`src/t16ccs_pkg.sv`:
```
// Shared constants and types for the dual 16-bit timer clock select and capture block.
package t16ccs_pkg;
  // I/O locations of the six byte registers.
  localparam logic [2:0] ADDR_T1_CTRL_B = 3'h0;
  localparam logic [2:0] ADDR_T1_CNT_HI = 3'h1;
  localparam logic [2:0] ADDR_T1_CNT_LO = 3'h2;
  localparam logic [2:0] ADDR_T3_CTRL_B = 3'h4;
  localparam logic [2:0] ADDR_T3_CNT_HI = 3'h5;
  localparam logic [2:0] ADDR_T3_CNT_LO = 3'h6;
  // Field positions inside control register B.
  localparam int BIT_FILTER = 7;
  localparam int BIT_EDGE = 6;
  localparam int BIT_WGM_HI = 4;
  localparam int BIT_WGM_LO = 3;
  localparam int BIT_CS_HI = 2;
  // Reset values and the mask of storable bits.
  localparam logic [7:0] CTRL_B_RESET = 8'h00;
  localparam logic [7:0] CTRL_B_WMASK = 8'hdf;
  localparam logic [15:0] COUNT_RESET = 16'h0000;
  localparam logic [7:0] BYTE_RESET = 8'h00;
  // Samples the capture noise filter needs before it changes.
  localparam int FILTER_SAMPLES = 4;
  // Prescaler width and divider exponents.
  localparam int PRESCALE_WIDTH = 10;
  localparam int LOG2_DIV8 = 3;
  localparam int LOG2_DIV16 = 4;
  localparam int LOG2_DIV32 = 5;
  localparam int LOG2_DIV64 = 6;
  localparam int LOG2_DIV256 = 8;
  localparam int LOG2_DIV1024 = 10;
  // Fixed TOP values.
  localparam logic [15:0] TOP_8BIT = 16'h00ff;
  localparam logic [15:0] TOP_9BIT = 16'h01ff;
  localparam logic [15:0] TOP_10BIT = 16'h03ff;
  localparam logic [15:0] TOP_MAX = 16'hffff;
  localparam logic [3:0] MODE_RESERVED = 4'hd;

  typedef enum logic [2:0] {
    CS_STOP = 3'h0,
    CS_DIV1 = 3'h1,
    CS_DIV8 = 3'h2,
    CS_DIV64 = 3'h3,
    CS_DIV256 = 3'h4,
    CS_DIV1024 = 3'h5,
    CS_ALT_A = 3'h6,
    CS_ALT_B = 3'h7
  } t16ccs_clksel_type;
endpackage : t16ccs_pkg

```
`src/t16ccs_cap_if.sv`:
```
// Signals between the timer core and one capture unit.
`timescale 1ns/1ps
interface t16ccs_cap_if;
  logic filter_en;
  logic edge_sel;
  logic capture_en;
  logic [15:0] count;
  logic event_pulse;
  logic [15:0] captured;
  modport ctl (output filter_en, output edge_sel, output capture_en, output count,
               input event_pulse, input captured);
  modport cap (input filter_en, input edge_sel, input capture_en, input count,
               output event_pulse, output captured);
endinterface : t16ccs_cap_if

```
`src/t16ccs_capture.sv`:
```
// Capture pin synchroniser, noise filter, edge detector and capture register.
`timescale 1ns/1ps
module t16ccs_capture #(
  parameter int SAMPLES = t16ccs_pkg::FILTER_SAMPLES
) (
  input wire logic sys_clk_in,
  input wire logic arst_n_in,
  input wire logic capture_input_pin_in,
  t16ccs_cap_if.cap port_if
);
  import t16ccs_pkg::*;

  logic [1:0] sync_ff, nxt_sync;
  logic [SAMPLES-1:0] hist_ff, nxt_hist;
  logic filt_ff, nxt_filt;
  logic prev_ff, nxt_prev;
  logic event_ff, nxt_event;
  logic [15:0] captured_ff, nxt_captured;
  logic trig;

  always_comb begin
    nxt_sync = {sync_ff[0], capture_input_pin_in};
    nxt_hist = {hist_ff[SAMPLES-2:0], sync_ff[1]};
    nxt_filt = sync_ff[1];
    if (port_if.filter_en) begin
      // Output moves only once every stored sample agrees.
      if ((&hist_ff) || (~|hist_ff)) begin
        nxt_filt = hist_ff[0];
      end else begin
        nxt_filt = filt_ff;
      end
    end
    nxt_prev = filt_ff;
    trig = port_if.capture_en &&
           (port_if.edge_sel ? (filt_ff && !prev_ff) : (!filt_ff && prev_ff));
    nxt_event = trig;
    nxt_captured = trig ? port_if.count : captured_ff;
  end

  always_ff @(posedge sys_clk_in or negedge arst_n_in) begin
    if (!arst_n_in) begin
      sync_ff <= 2'h0;
      hist_ff <= '0;
      filt_ff <= 1'b0;
      prev_ff <= 1'b0;
      event_ff <= 1'b0;
      captured_ff <= COUNT_RESET;
    end else begin
      sync_ff <= nxt_sync;
      hist_ff <= nxt_hist;
      filt_ff <= nxt_filt;
      prev_ff <= nxt_prev;
      event_ff <= nxt_event;
      captured_ff <= nxt_captured;
    end
  end

  assign port_if.event_pulse = event_ff;
  assign port_if.captured = captured_ff;
endmodule : t16ccs_capture

```
`src/t16ccs_top.sv`:
```
// Two 16-bit timers: control register B, clock select, counters and shared high-byte latch.
//
// How it works
// - With filtering on, capture input changes only after four equal samples.
// - Edge select zero captures on falling edge, one on rising edge.
// - A capture copies the counter into the capture register and sets the flag.
// - Modes using the capture register as TOP disable input capture.
// - Control B holds waveform bits three and two, joined with control A's lower bits.
// - Codes 0 to 5: stopped, undivided, divide 8, 64, 256, 1024.
// - Timer one codes 6 and 7 count falling and rising external pin edges.
// - External pin edges count even when the pin drives as an output.
// - Timer three codes 6 and 7 select divide by 16 and 32.
// - Counter bytes move together through one shared 8-bit high-byte latch.
// - A counter write suppresses compare matches on the next timer clock.
// - Mode bits choose counting sequence and TOP; mode 13 is reserved.
`timescale 1ns/1ps
module t16ccs_top (
  input wire logic sys_clk_in,
  input wire logic arst_n_in,
  input wire logic [2:0] io_addr_in,
  input wire logic io_wr_in,
  input wire logic io_rd_in,
  input wire logic [7:0] io_wdata_in,
  output logic [7:0] io_rdata_out,
  input wire logic [1:0] waveform_mode_lower_t1_in,
  input wire logic [1:0] waveform_mode_lower_t3_in,
  input wire logic [15:0] compare_top_t1_in,
  input wire logic [15:0] compare_top_t3_in,
  input wire logic external_count_pin_in,
  input wire logic [1:0] capture_input_pin_in,
  input wire logic [1:0] capture_flag_clear_in,
  output logic [15:0] counter_value_t1_out,
  output logic [15:0] counter_value_t3_out,
  output logic [15:0] capture_register_t1_out,
  output logic [15:0] capture_register_t3_out,
  output logic [1:0] capture_flag_out,
  output logic [3:0] waveform_mode_t1_out,
  output logic [3:0] waveform_mode_t3_out,
  output logic [1:0] timer_tick_out,
  output logic [1:0] compare_block_out,
  output logic [7:0] temp_high_out
);
  import t16ccs_pkg::*;

  logic [7:0] ctrl_ff [2];
  logic [7:0] nxt_ctrl [2];
  logic [15:0] count_ff [2];
  logic [15:0] nxt_count [2];
  logic [1:0] down_ff, nxt_down;
  logic [1:0] block_ff, nxt_block;
  logic [1:0] flag_ff, nxt_flag;
  logic [7:0] temp_ff, nxt_temp;
  logic [7:0] rdata_ff, nxt_rdata;
  logic [PRESCALE_WIDTH-1:0] pre_ff, nxt_pre;
  logic [1:0] ext_sync_ff, nxt_ext_sync;
  logic ext_prev_ff, nxt_ext_prev;
  logic ext_rise, ext_fall;
  logic [1:0] tick;
  logic [3:0] mode [2];
  logic [15:0] top [2];
  logic [1:0] dual_slope;
  logic [1:0] hi_wr, lo_wr, lo_rd, ctrl_wr;
  logic [1:0] cap_event;
  logic [15:0] cap_value [2];

  t16ccs_cap_if cap_if [2] ();

  function automatic logic div_tick(input logic [PRESCALE_WIDTH-1:0] pre, input int k);
    logic [PRESCALE_WIDTH-1:0] m;
    m = PRESCALE_WIDTH'((1 << k) - 1);
    div_tick = ((pre & m) == m);
  endfunction : div_tick

  genvar gi;
  generate
    for (gi = 0; gi < 2; gi++) begin : g_cap
      assign cap_if[gi].filter_en = ctrl_ff[gi][BIT_FILTER];
      assign cap_if[gi].edge_sel = ctrl_ff[gi][BIT_EDGE];
      // The capture register is busy as TOP in modes 8, 10, 12 and 14.
      assign cap_if[gi].capture_en = !(mode[gi][3] && !mode[gi][0]);
      assign cap_if[gi].count = count_ff[gi];
      assign cap_event[gi] = cap_if[gi].event_pulse;
      assign cap_value[gi] = cap_if[gi].captured;
      t16ccs_capture #(
        .SAMPLES(FILTER_SAMPLES)
      ) u_capture (
        .sys_clk_in(sys_clk_in),
        .arst_n_in(arst_n_in),
        .capture_input_pin_in(capture_input_pin_in[gi]),
        .port_if(cap_if[gi])
      );
    end
  endgenerate

  // Register decode; the same temp latch serves both 16-bit counters of the unit.
  always_comb begin
    ctrl_wr = {io_wr_in && (io_addr_in == ADDR_T3_CTRL_B),
               io_wr_in && (io_addr_in == ADDR_T1_CTRL_B)};
    hi_wr = {io_wr_in && (io_addr_in == ADDR_T3_CNT_HI),
             io_wr_in && (io_addr_in == ADDR_T1_CNT_HI)};
    lo_wr = {io_wr_in && (io_addr_in == ADDR_T3_CNT_LO),
             io_wr_in && (io_addr_in == ADDR_T1_CNT_LO)};
    lo_rd = {io_rd_in && (io_addr_in == ADDR_T3_CNT_LO),
             io_rd_in && (io_addr_in == ADDR_T1_CNT_LO)};
    ext_rise = ext_sync_ff[1] && !ext_prev_ff;
    ext_fall = !ext_sync_ff[1] && ext_prev_ff;
    mode[0] = {ctrl_ff[0][BIT_WGM_HI:BIT_WGM_LO], waveform_mode_lower_t1_in};
    mode[1] = {ctrl_ff[1][BIT_WGM_HI:BIT_WGM_LO], waveform_mode_lower_t3_in};
    nxt_pre = PRESCALE_WIDTH'(pre_ff + 1'b1);
    nxt_ext_sync = {ext_sync_ff[0], external_count_pin_in};
    nxt_ext_prev = ext_sync_ff[1];
    nxt_temp = temp_ff;
    nxt_rdata = BYTE_RESET;
    if (io_rd_in) begin
      case (io_addr_in)
        ADDR_T1_CTRL_B: nxt_rdata = ctrl_ff[0];
        ADDR_T3_CTRL_B: nxt_rdata = ctrl_ff[1];
        ADDR_T1_CNT_LO: nxt_rdata = count_ff[0][7:0];
        ADDR_T3_CNT_LO: nxt_rdata = count_ff[1][7:0];
        ADDR_T1_CNT_HI: nxt_rdata = temp_ff;
        ADDR_T3_CNT_HI: nxt_rdata = temp_ff;
        default: nxt_rdata = BYTE_RESET;
      endcase
    end
    if (lo_rd[0]) begin
      nxt_temp = count_ff[0][15:8];
    end
    if (lo_rd[1]) begin
      nxt_temp = count_ff[1][15:8];
    end
    // A high-byte write in the same cycle as a low-byte read owns the latch.
    if (|hi_wr) begin
      nxt_temp = io_wdata_in;
    end
    for (int t = 0; t < 2; t++) begin
      // Bit five is never stored, so it always reads back as zero.
      nxt_ctrl[t] = ctrl_wr[t] ? (io_wdata_in & CTRL_B_WMASK) : ctrl_ff[t];
      case (t16ccs_clksel_type'(ctrl_ff[t][BIT_CS_HI:0]))
        CS_STOP: tick[t] = 1'b0;
        CS_DIV1: tick[t] = 1'b1;
        CS_DIV8: tick[t] = div_tick(pre_ff, LOG2_DIV8);
        CS_DIV64: tick[t] = div_tick(pre_ff, LOG2_DIV64);
        CS_DIV256: tick[t] = div_tick(pre_ff, LOG2_DIV256);
        CS_DIV1024: tick[t] = div_tick(pre_ff, LOG2_DIV1024);
        CS_ALT_A: tick[t] = (t == 0) ? ext_fall : div_tick(pre_ff, LOG2_DIV16);
        CS_ALT_B: tick[t] = (t == 0) ? ext_rise : div_tick(pre_ff, LOG2_DIV32);
        default: tick[t] = 1'b0;
      endcase
      case (mode[t])
        4'h1, 4'h5: top[t] = TOP_8BIT;
        4'h2, 4'h6: top[t] = TOP_9BIT;
        4'h3, 4'h7: top[t] = TOP_10BIT;
        4'h4, 4'h9, 4'hb, 4'hf: top[t] = (t == 0) ? compare_top_t1_in : compare_top_t3_in;
        4'h8, 4'ha, 4'hc, 4'he: top[t] = cap_value[t];
        default: top[t] = TOP_MAX;
      endcase
      dual_slope[t] = (mode[t] inside {4'h1, 4'h2, 4'h3, 4'h8, 4'h9, 4'ha, 4'hb});
      nxt_count[t] = count_ff[t];
      nxt_down[t] = down_ff[t];
      nxt_block[t] = block_ff[t];
      if (lo_wr[t]) begin
        nxt_count[t] = {temp_ff, io_wdata_in};
        nxt_block[t] = 1'b1;
      end else if (tick[t] && (mode[t] != MODE_RESERVED)) begin
        nxt_block[t] = 1'b0;
        if (!dual_slope[t]) begin
          nxt_count[t] = (count_ff[t] >= top[t]) ? COUNT_RESET : 16'(count_ff[t] + 1'b1);
        end else if (!down_ff[t]) begin
          if (count_ff[t] >= top[t]) begin
            nxt_down[t] = 1'b1;
            nxt_count[t] = (top[t] == COUNT_RESET) ? COUNT_RESET : 16'(top[t] - 1'b1);
          end else begin
            nxt_count[t] = 16'(count_ff[t] + 1'b1);
          end
        end else if (count_ff[t] == COUNT_RESET) begin
          nxt_down[t] = 1'b0;
          nxt_count[t] = 16'h0001;
        end else begin
          nxt_count[t] = 16'(count_ff[t] - 1'b1);
        end
      end
      // A capture in the same cycle as a clear still leaves the flag set.
      nxt_flag[t] = cap_event[t] || (flag_ff[t] && !capture_flag_clear_in[t]);
    end
  end

  always_ff @(posedge sys_clk_in or negedge arst_n_in) begin
    if (!arst_n_in) begin
      ctrl_ff[0] <= CTRL_B_RESET;
      ctrl_ff[1] <= CTRL_B_RESET;
      count_ff[0] <= COUNT_RESET;
      count_ff[1] <= COUNT_RESET;
      down_ff <= 2'h0;
      block_ff <= 2'h0;
      flag_ff <= 2'h0;
      temp_ff <= BYTE_RESET;
      rdata_ff <= BYTE_RESET;
      pre_ff <= '0;
      ext_sync_ff <= 2'h0;
      ext_prev_ff <= 1'b0;
    end else begin
      ctrl_ff <= nxt_ctrl;
      count_ff <= nxt_count;
      down_ff <= nxt_down;
      block_ff <= nxt_block;
      flag_ff <= nxt_flag;
      temp_ff <= nxt_temp;
      rdata_ff <= nxt_rdata;
      pre_ff <= nxt_pre;
      ext_sync_ff <= nxt_ext_sync;
      ext_prev_ff <= nxt_ext_prev;
    end
  end

  assign io_rdata_out = rdata_ff;
  assign counter_value_t1_out = count_ff[0];
  assign counter_value_t3_out = count_ff[1];
  assign capture_register_t1_out = cap_value[0];
  assign capture_register_t3_out = cap_value[1];
  assign capture_flag_out = flag_ff;
  assign waveform_mode_t1_out = mode[0];
  assign waveform_mode_t3_out = mode[1];
  assign timer_tick_out = tick;
  assign compare_block_out = block_ff;
  assign temp_high_out = temp_ff;
endmodule : t16ccs_top

```
`config.mk`:
```
export PLATFORM = sky130hd
export DESIGN_NAME = t16ccs_top
export DESIGN_NICKNAME = d
export VERILOG_FILES = /design/src/t16ccs_pkg.sv /design/src/t16ccs_cap_if.sv /design/src/t16ccs_capture.sv /design/src/t16ccs_top.sv
export SDC_FILE = /design/constraint.sdc
export NUM_CORES = 1
export LEC_CHECK = 0
export BUFFER_PORTS_ARGS = -buffer_cell sky130_fd_sc_hd__buf_4
export CAP_MARGIN = 0
export CELL_PAD_IN_SITES_DETAIL_PLACEMENT = 1
export CELL_PAD_IN_SITES_GLOBAL_PLACEMENT = 1
export CORE_ASPECT_RATIO = 1.4
export CORE_UTILIZATION = 45
export CTS_BUF_LIST = sky130_fd_sc_hd__clkbuf_16
export CTS_CLUSTER_DIAMETER = 150
export CTS_CLUSTER_SIZE = 40
export DETAILED_ROUTE_END_ITERATION = 8
export PLACE_DENSITY_LB_ADDON = 0.1
export RECOVER_POWER = 100
export REMOVE_ABC_BUFFERS = 1
export SYNTH_ARGS = -nofsm -noshare
export SYNTH_HDL_FRONTEND = slang
export SYNTH_SLANG_ARGS = --single-unit
```
`constraint.sdc`:
```
create_clock -name sys_clk_in -period 5.6 [get_ports sys_clk_in]
set_input_delay 0.56 -clock sys_clk_in [delete_from_list [all_inputs] [get_ports sys_clk_in]]
set_output_delay 0.56 -clock sys_clk_in [all_outputs]
set_load 0.005 [all_outputs]
```
Word level (Yosys, flattened, before mapping)
Cells that the tools add are included.
Widths: inputs -> output; s select.

storage, ports and cells
  word-level logic and storage cells = 205
  output and inout bits = 94
  flip-flop bits (word level) = 131
  input bits = 56

operators by class
  reduce and logical (&&, ||, !) cells = 70
  $add $sub $neg = 7
  equality and inequality tests = 57
  $lt $le $gt $ge = 2
  bitwise logic cells = 2
  multiplexer cells = 41

operators by type and width
  cell                   count
  $mux 16                16
  $pmux 16 s5            2
  $logic_not 16->1       4
  $sub 16x1->16 const B  4
  $eq 4x4->1 const B     15
  $pmux 8 s5             1
  $eq 3x3->1 const B     12
  $add 16x1->16 const B  2
  $eq 4x3->1 const B     8
  $ge 16x16->1           2
  $mux 8                 4
  $reduce_or 4->1        6
  $logic_and 1x1->1      22
  $eq 4x2->1 const B     4
  $mux 1                 16
  $pmux 1 s8             2
  $reduce_or 2->1        8
  $eq 3x2->1 const B     5
  $logic_not 1->1        14
  $reduce_bool 7->1      2
  $add 10x1->10 const B  1
  $eq 10x10->1 const B   1
  $eq 3x1->1 const B     3
  $logic_not 3->1        3
  12 further kinds       22

Longest topological paths before layout
Gate-level depths: netlist of the first run.

  word-level depth = 10
  mapped depth = 15
  mapped depth without buffers = 13

Modules after synthesis
From an unflattened synthesis of the first run, not the netlist that was laid out.

unflattened totals
  cells, all modules = 1213
  area total of the unflattened synthesis = 10427.5 um^2

by module, submodules not included
  module          times used  area an instance (um^2)  cells an instance
  t16ccs_top      1           8578.2                   1113
  t16ccs_capture  2           924.6                    50

Least setup slack after synthesis of the first run
Ideal clock, no wire load.

  path type = in2reg
  from = input port waveform_mode_lower_t3_in[0]
  to = register count_ff, in the netlist counter_value_t3_out[13]
  data arrival time = 3469 ps
  path buffers = 3
  data required time = 5522 ps
  path slack = 2053 ps
  library setup time = 78 ps
  cell stages on the path = 15
  cells stage by stage = buf_4 buf_4 buf_2 or3_1 a21oi_1 nor2_1 ha_1 a21o_1 a21o_1 a21oi_1 o21ai_0 o21a_1 nor2_1 a311o_1 o2bb2ai_1

on the way
  longest elaborated chain between the ends = 10

ends and longest elaborated chain
  item                                                line                                  source
  from (decl)                                         t16ccs_top.sv:26                      input wire logic [1:0] waveform_mode_lower_t3_in,
  $eq 4x4->1 (tied with other cells)                  t16ccs_top.sv:149, t16ccs_top.sv:157
  $reduce_or 4->1 or $reduce_or 2->1 (tied branches)  t16ccs_top.sv:149                     case (mode[t])
  $pmux 16 s5                                         t16ccs_top.sv:149
  $sub 16x1->16 or $logic_not 16->1 (tied branches)   t16ccs_top.sv:171                     nxt_count[t] = (top[t] == COUNT_RESET) ? COUNT_RESET : 16'(top[t] - 1'b1);
  $mux 16                                             t16ccs_top.sv:171
  $mux 16                                             t16ccs_top.sv:169                     if (count_ff[t] >= top[t]) begin
  $mux 16                                             t16ccs_top.sv:168                     end else if (!down_ff[t]) begin
  $mux 16                                             t16ccs_top.sv:166                     if (!dual_slope[t]) begin
  $mux 16                                             t16ccs_top.sv:164                     end else if (tick[t] && (mode[t] != MODE_RESERVED)) begin
  $mux 16                                             t16ccs_top.sv:161                     if (lo_wr[t]) begin
  to (signal assigned)                                t16ccs_top.sv:203                     count_ff <= nxt_count;
  to (decl)                                           t16ccs_top.sv:47                      logic [15:0] count_ff [2];

Parallel ways exist; a longest one is shown, timed or not. The select of a mux whose other input is x is not followed.
A chain may end at the register's enable or synchronous reset.

Final worst setup path of the first run
  from = input port waveform_mode_lower_t1_in[0]
  to = register count_ff, in the netlist counter_value_t1_out[1]

on the way
  longest elaborated chain between the ends = 10

ends and longest elaborated chain
  item                                                line                                  source
  from (decl)                                         t16ccs_top.sv:25                      input wire logic [1:0] waveform_mode_lower_t1_in,
  $eq 4x4->1 (tied with other cells)                  t16ccs_top.sv:149, t16ccs_top.sv:157
  $reduce_or 4->1 or $reduce_or 2->1 (tied branches)  t16ccs_top.sv:149
  $pmux 16 s5                                         t16ccs_top.sv:149
  $sub 16x1->16 or $logic_not 16->1 (tied branches)   t16ccs_top.sv:171
  $mux 16                                             t16ccs_top.sv:171
  $mux 16                                             t16ccs_top.sv:169
  $mux 16                                             t16ccs_top.sv:168
  $mux 16                                             t16ccs_top.sv:166
  $mux 16                                             t16ccs_top.sv:164
  $mux 16                                             t16ccs_top.sv:161

Parallel ways exist; a longest one is shown, timed or not. The select of a mux whose other input is x is not followed.

==> run summary, run 1 <==
All-Layer GR Usage: 34.05%
crit-path max FO: 39
maximum clock frequency: 200.6 MHz
DP HPWL: 29.12 mm
pre-CTS setup slack: 1232 ps
Inserted Diodes: 0
sequential cell area: 3278 µm²
Critical Path AT: 5340 ps
clock root buffer master: clkbuf_16
Die Width: 130.3 µm
Cell Area, Synth: 10,370 µm²
Tot Pwr: 6.018 mW
Netlist cell types: 97
largest net degree at the start of global routing: 93
CTS buffer count: 17
post-route minimum period: 4985 ps
max-cap violation count: 3
first-pass GRT wire length: 60.39 mm
setup bufs post-CTS: 0
Die Area: 23,660 µm²
# setup viols final: 0
P&R area growth vs syn: 15.99%
Sink Count: 131
H-tree depth: 4
Leak: 5.156 nW
total grt overflow: 0
Worst Hold Depth: 1
IO Count: 150
Reg-to-Reg Start: waveform_mode_t3_out[2]
Hold-fix buffers, CTS: 0
final setup margin: 614.8 ps
via count: 10,280
Multi-input gate area: 6427 µm²
Tightest Pin Transition: 4479 ps
CTS tree: built
final setup TNS: 0 ps
Period Utilization, post-route: 89.02%
filler cell count: 2,831
Data required, critical path: 5960 ps
post-cts sizing count: 0
commonest non-fill, non-tap cell in the layout: nand2_1
Seq/Total Area, Yosys: 31.62%
worst clock skew: 13.75 ps
Syn Inst Count: 1,245
Synth Register Bits: 131
Max VDD drop: 0.2644 mV
Max Root-Sink Buffers: 2
vias per cell: 6.223
reg2reg path depth: 14
WL/cell: 23.28 µm
number of DRC markers in iteration 0: 604
initial antenna violation count: 0
starting density of the core: 45.86%
outcome: finished, violations left
Pre-antenna DRT Iters: 5
Avg Cell Area, Syn: 8.327 µm²
RR Endpoint: counter_value_t3_out[15]
cell taking the most area after synthesis: dfrtp_1
Final Max Slew Viols: 141
final hold violation count: 0
Post-synth EDFFs: 0
CP Capture Type: flip-flop
failing checks: max-capacitance violations, max-slew violations
Slew headroom: -198.6%
Top FF cell, synth: dfrtp_1
vias in the first global route: 10,805
ys async rst share: 100.0%
row count: 65
Hold Crit Class: in -> reg
RSZ-0062 raised after global routing: false
Routed WL: 38.46 mm
Synth area leaders: dfrtp_1, nand2_1, ha_1, xnor2_1, nor2_1
CORE AREA: 22,610 µm²
Syn. warnings: 0
Finished Core Util: 53.19%
Post-route DRC: 0
internal reg-to-reg setup slack: 900 ps
Total Nets Final: 1,437
area share of the largest cell type after synthesis: 31.62%
RePlAce Congestion: 0.9146
Detail Route Antenna Nets: 0
Die Y: 181.6 µm
critical path class: in -> reg
pwr/cell area: 500.5 nW/µm²
Hold EP: ext_sync_ff[0]
share of layout cells above drive strength 1: 17.54%
# port buffers: 149
worst skew pair latency: 450 ps
hold path start: external_count_pin_in
startpoint types: primary input
Worst-path clk slew: 60 ps
commonest cells after routing, fill and taps aside: nand2_1, dfrtp_1, nor2_1
-- stage by stage --
step / cells / hold slack [ps] / cell area (µm²)
CTS: 1652 / 207.4 / 12100
finish: 1652 / 240.2 / 12030
global route: 1652 / 223.0 / 12030
detailed placement: 1620 / 337.3 / 11490
global placement: 1620 / 332.9 / 11490
floorplan: 1156 / 264.4 / 9889
-- layer usage --
metal / share of wire, % / GRT usage, % / vias to the layer above / wire (µm)
met2: 53 / 61.79 / 327 / 20520
met3: 3.9 / 5.215 / 123 / 1494
met4: 6.2 / 22.70 / 0 / 2398
met5: 0 / 0 / - / 0
li1: - / - / 4704 / -
met1: 37 / 35.46 / 5126 / 14050
-- flip-flops by register name, indices dropped and copies added (netlist names) --
name	cells
g_cap.u_capture.port_if.captured	32
counter_value_t1_out	16
counter_value_t3_out	16
pre_ff	10
g_cap.u_capture.hist_ff	8
io_rdata_out	8
temp_high_out	8
ctrl_ff	6
g_cap.u_capture.sync_ff	4
cap_if.edge_sel	2
cap_if.filter_en	2
capture_flag_out	2
compare_block_out	2
down_ff	2
ext_sync_ff	2
g_cap.u_capture.filt_ff	2
g_cap.u_capture.port_if.event_pulse	2
g_cap.u_capture.prev_ff	2
waveform_mode_t1_out	2
waveform_mode_t3_out	2
ext_prev_ff	1
-- kinds of logic (layout without fill, tap and decap cells) --
logic type | after synthesis | in the layout | synth area share [%]
muxes | 34 | 34 | 3.548
buffers and inverters | 135 | 241 | 6.276
DFF | 131 | 131 | 31.62
AOI/OAI and AO/OA | 353 | 353 | 23.97
adders and majority gates | 43 | 43 | 5.190
xor gates and xnor gates | 66 | 66 | 5.576
and+or+nand+nor | 483 | 483 | 23.82
-- cell usage after synthesis, types with 24 or more instances --
cell      instances
nor2_1          100
a31oi_1          24
nand3_1          39
inv_1            46
xnor2_1          47
nor3_1           25
o21ai_0          70
nand2_1         174
clkbuf_1         46
a21oi_1          68
dfrtp_1         131
ha_1             43
-- worst max path at each step --
stage                                  from                       end
3_3_place_gp        waveform_mode_t1_out[2]   counter_value_t1_out[9]
5_1_grt        waveform_mode_lower_t1_in[0]   counter_value_t1_out[1]
2_1_floorplan       waveform_mode_t3_out[3]  counter_value_t3_out[13]
4_1_cts             waveform_mode_t1_out[2]   counter_value_t1_out[9]
3_5_place_dp   waveform_mode_lower_t3_in[1]  counter_value_t3_out[13]
6_report       waveform_mode_lower_t1_in[0]   counter_value_t1_out[1]
-- cell type report --
class,instances,share of cell area (%)
Clock inverter,15,1.498
Tap cell,301,3.132
Clock buffer,17,3.538
Sequential cell,131,27.26
Inverter,46,1.436
Timing Repair Buffer,163,9.687
Multi-Input combinational cell,979,53.45
-- where the power goes --
group / switching [mW] / leakage, nW / internal [mW] / total (mW)
Clock: 0.481 / 0.291 / 0.704 / 1.19
Sequential: 0.663 / 1.61 / 1.23 / 1.89
Combinational: 1.70 / 3.25 / 1.25 / 2.94
Total: 2.84 / 5.16 / 3.18 / 6.02
-- critical path, stage by stage --
cell and delay (ps):
clkbuf_1 1250, or3_1 480, a21oi_1 70, nor2_1 250, ha_1 310, a21oi_1 150
o21ai_1 130, a2111oi_4 430, o211ai_1 260, a21boi_0 840, a21oi_1 200, o21a_1 210
a22oi_1 170
Note: power is estimated with default switching activity, not from simulation.
==> inputs of run 2 (changes only) <==
Settings changed: PLACE_DENSITY set to 0.82, PLACE_DENSITY_LB_ADDON 0.1 to not set, SYNTH_HIERARCHICAL set to 1.
==> run 2 against run 1 <==
The run still ends with max-capacitance violations, max-slew violations left. Utilization about the same. Via count grew 1.7%. Hold slack improved by 3.0 ps. Global-route usage up 0.25 points. Critical path type is now reg -> reg.
==> run summary, run 2 <==
RR Endpoint: counter_value_t3_out[7]
# setup viols final: 0
flip-flop count of the largest register after layout: 32
critical path class: reg -> reg
post-cts sizing count: 0
final setup margin: 540.3 ps
Total Nets Final: 1,404
Tot Pwr: 6.050 mW
Synth area leaders: dfrtp_1, ha_1, nand2_1, a21oi_1, nor2_1
DP Cell Count: 1,587
Leak: 4.979 nW
Hold EP: ext_sync_ff[0]
Period Utilization, post-route: 90.35%
H-tree depth: 4
post-route minimum period: 5060 ps
All-Layer GR Usage: 34.30%
initial antenna violation count: 0
Syn Inst Count: 1,213
Synth top cells by count: dfrtp_1, nand2_1, nor2_1
Post-route DRC: 0
cell taking the most area after synthesis: dfrtp_1
placed cell area: 11,630 µm²
filler cell count: 2,768
vias per cell: 6.455
total grt overflow: 0
commonest cells after routing, fill and taps aside: dfrtp_1, nand2_1, nor2_1
starting density of the core: 46.12%
CORE AREA: 22,610 µm²
net switching power: 2.816 mW
Max VDD drop: 0.2710 mV
Finished Core Util: 53.18%
Die Area: 23,790 µm²
setup bufs post-CTS: 0
crit-path max FO: 22
Hold-fix buffers, CTS: 0
Tightest Pin Transition: 4284 ps
failing checks: max-capacitance violations, max-slew violations
final setup TNS: 0 ps
Max Root-Sink Buffers: 2
commonest non-fill, non-tap cell in the layout: dfrtp_1
RSZ-0062 raised after global routing: false
post-route design area: 12,020 µm²
Cell Area, Synth: 10,430 µm²
clock network power share: 19.5%
maximum clock frequency: 197.6 MHz
Combinational Power Share: 47.4%
outcome: finished, violations left
vias in the first global route: 11,041
Non-Filler Instances: 1,619
startpoint types: flip-flop
Slew headroom: -185.6%
Critical Path AT: 5370 ps
via count: 10,450
internal reg-to-reg setup slack: 540 ps
Syn. warnings: 6
row count: 65
P&R area growth vs syn: 15.30%
max-cap violation count: 1
final hold violation count: 0
Worst Hold Depth: 1
Data required, critical path: 5910 ps
Sw Share: 46.55%
share of layout cells above drive strength 1: 16.54%
Detail Route Antenna Nets: 0
largest net degree at the start of global routing: 78
reg2reg path depth: 14
pwr/cell area: 503.3 nW/µm²
ys async rst share: 100.0%
Power Internal: 3.234 mW
Hold Crit Class: in -> reg
WL/cell: 24.13 µm
Avg Cell Area, Syn: 8.596 µm²
Top FF cell, synth: dfrtp_1
WHS: 243.2 ps
IO Count: 150
pre-CTS setup slack: 834.2 ps
hold path start: external_count_pin_in
Synth Register Bits: 131
Inserted Diodes: 0
number of DRC markers in iteration 0: 574
Routed WL: 39.07 mm
DP HPWL: 28.93 mm
worst clock skew: 12.49 ps
Pre-antenna DRT Iters: 5
Worst-path clk slew: 70 ps
Netlist cell types: 89
Final Max Slew Viols: 78
Die Y: 182.1 µm
Reg-to-Reg Start: waveform_mode_t3_out[2]
worst skew pair latency: 450 ps
first-pass GRT wire length: 61.61 mm
# port buffers: 149
register share of total power: 33.2%
Seq/Total Area, Yosys: 31.44%
CTS tree: built
area share of the largest cell type after synthesis: 31.44%
RePlAce Congestion: 0.9246
clock root buffer master: clkbuf_16
Post-synth EDFFs: 0
most numerous cell in the Yosys netlist: dfrtp_1
CTS buffer count: 17
Sink Count: 131
CP Capture Type: flip-flop
Die Width: 130.7 µm
-- run 2: cell types whose count changed in the layout (fill, tap and decap cells not counted), sizes merged, moves of 7 or more --
cell     delta
xnor2      -24
o21ai      -22
mux4        +7
nor3       +11
nand4      +12
nand2      -75
nor2       -13
o2bb2ai     +7
o31ai       +9
mux2       +23
a22oi       -8
-- run 2: worst max path at each step --
| stage | from | endpoint | slack (ps) | cells after the start |
|---|---|---|---|---|
| 2_1_floorplan | waveform_mode_t1_out[3] | counter_value_t1_out[1] | 1260 | 10 |
| 3_3_place_gp | waveform_mode_t3_out[3] | counter_value_t3_out[13] | 1060 | 11 |
| 3_5_place_dp | waveform_mode_t3_out[3] | counter_value_t3_out[7] | 830 | 11 |
| 4_1_cts | waveform_mode_t3_out[3] | counter_value_t3_out[7] | 830 | 11 |
| 5_1_grt | arst_n_in | g_cap[1].u_capture/port_if.captured[10] | 290 | 2 |
| 6_report | waveform_mode_t3_out[2] | counter_value_t3_out[7] | 540 | 14 |
-- run 2: power groups by stage --
stage	Combinational (mW)	Sequential, mW	Clock [mW]
after floorplan	1.80	1.74	0
after detailed placement	2.97	2.01	0
after global placement	2.88	2.00	0
after global routing	3.13	2.05	1.23
final	2.87	2.01	1.18
after CTS	3.01	2.01	1.20
-- run 2: worst max-delay path: stages (launching register included) --
cell and delay, ps:
dfrtp_1 340, clkbuf_1 840, nor2b_1 230, buf_4 260
nor3b_1 80, o21ai_0 390, inv_1 130, ha_1 360
a21oi_1 100, o211ai_1 210, a21oi_1 130, a21oi_1 960
nor2_1 360, a221oi_1 400, a21oi_1 120
-- run 2: cell families after synthesis --
family	count (synthesis)	share of synthesized area, %
AND/OR/NAND/NOR	446	22.86
XOR/XNOR	46	3.864
AO/OA/AOI/OAI	344	22.50
adder cells (fa/ha/maj)	43	5.160
buffers and inverters	138	5.915
multiplexers	65	8.267
flip-flops	131	31.44
-- run 2: layout make-up --
type                    count  area [µm²]  share of cell area [%]
multi-input cells         944        6449                   53.64
flip-flops and latches    131        3278                   27.27
repair buffers            170        1160                   9.647
clock buffers              17       425.4                   3.538
well taps                 301       376.6                   3.132
clock inverters            15       180.2                   1.499
inverters                  41       153.9                   1.280
-- run 2: layer usage --
layer / wire length [µm] / share of wire (%) / track usage, % / vias to the layer above
met5: 0 / 0 / 0 / -
met2: 20000 / 51 / 60.08 / 377
li1: - / - / - / 4730
met3: 1652 / 4.2 / 6.069 / 171
met4: 3215 / 8.2 / 27.45 / 0
met1: 14200 / 36 / 35.26 / 5172
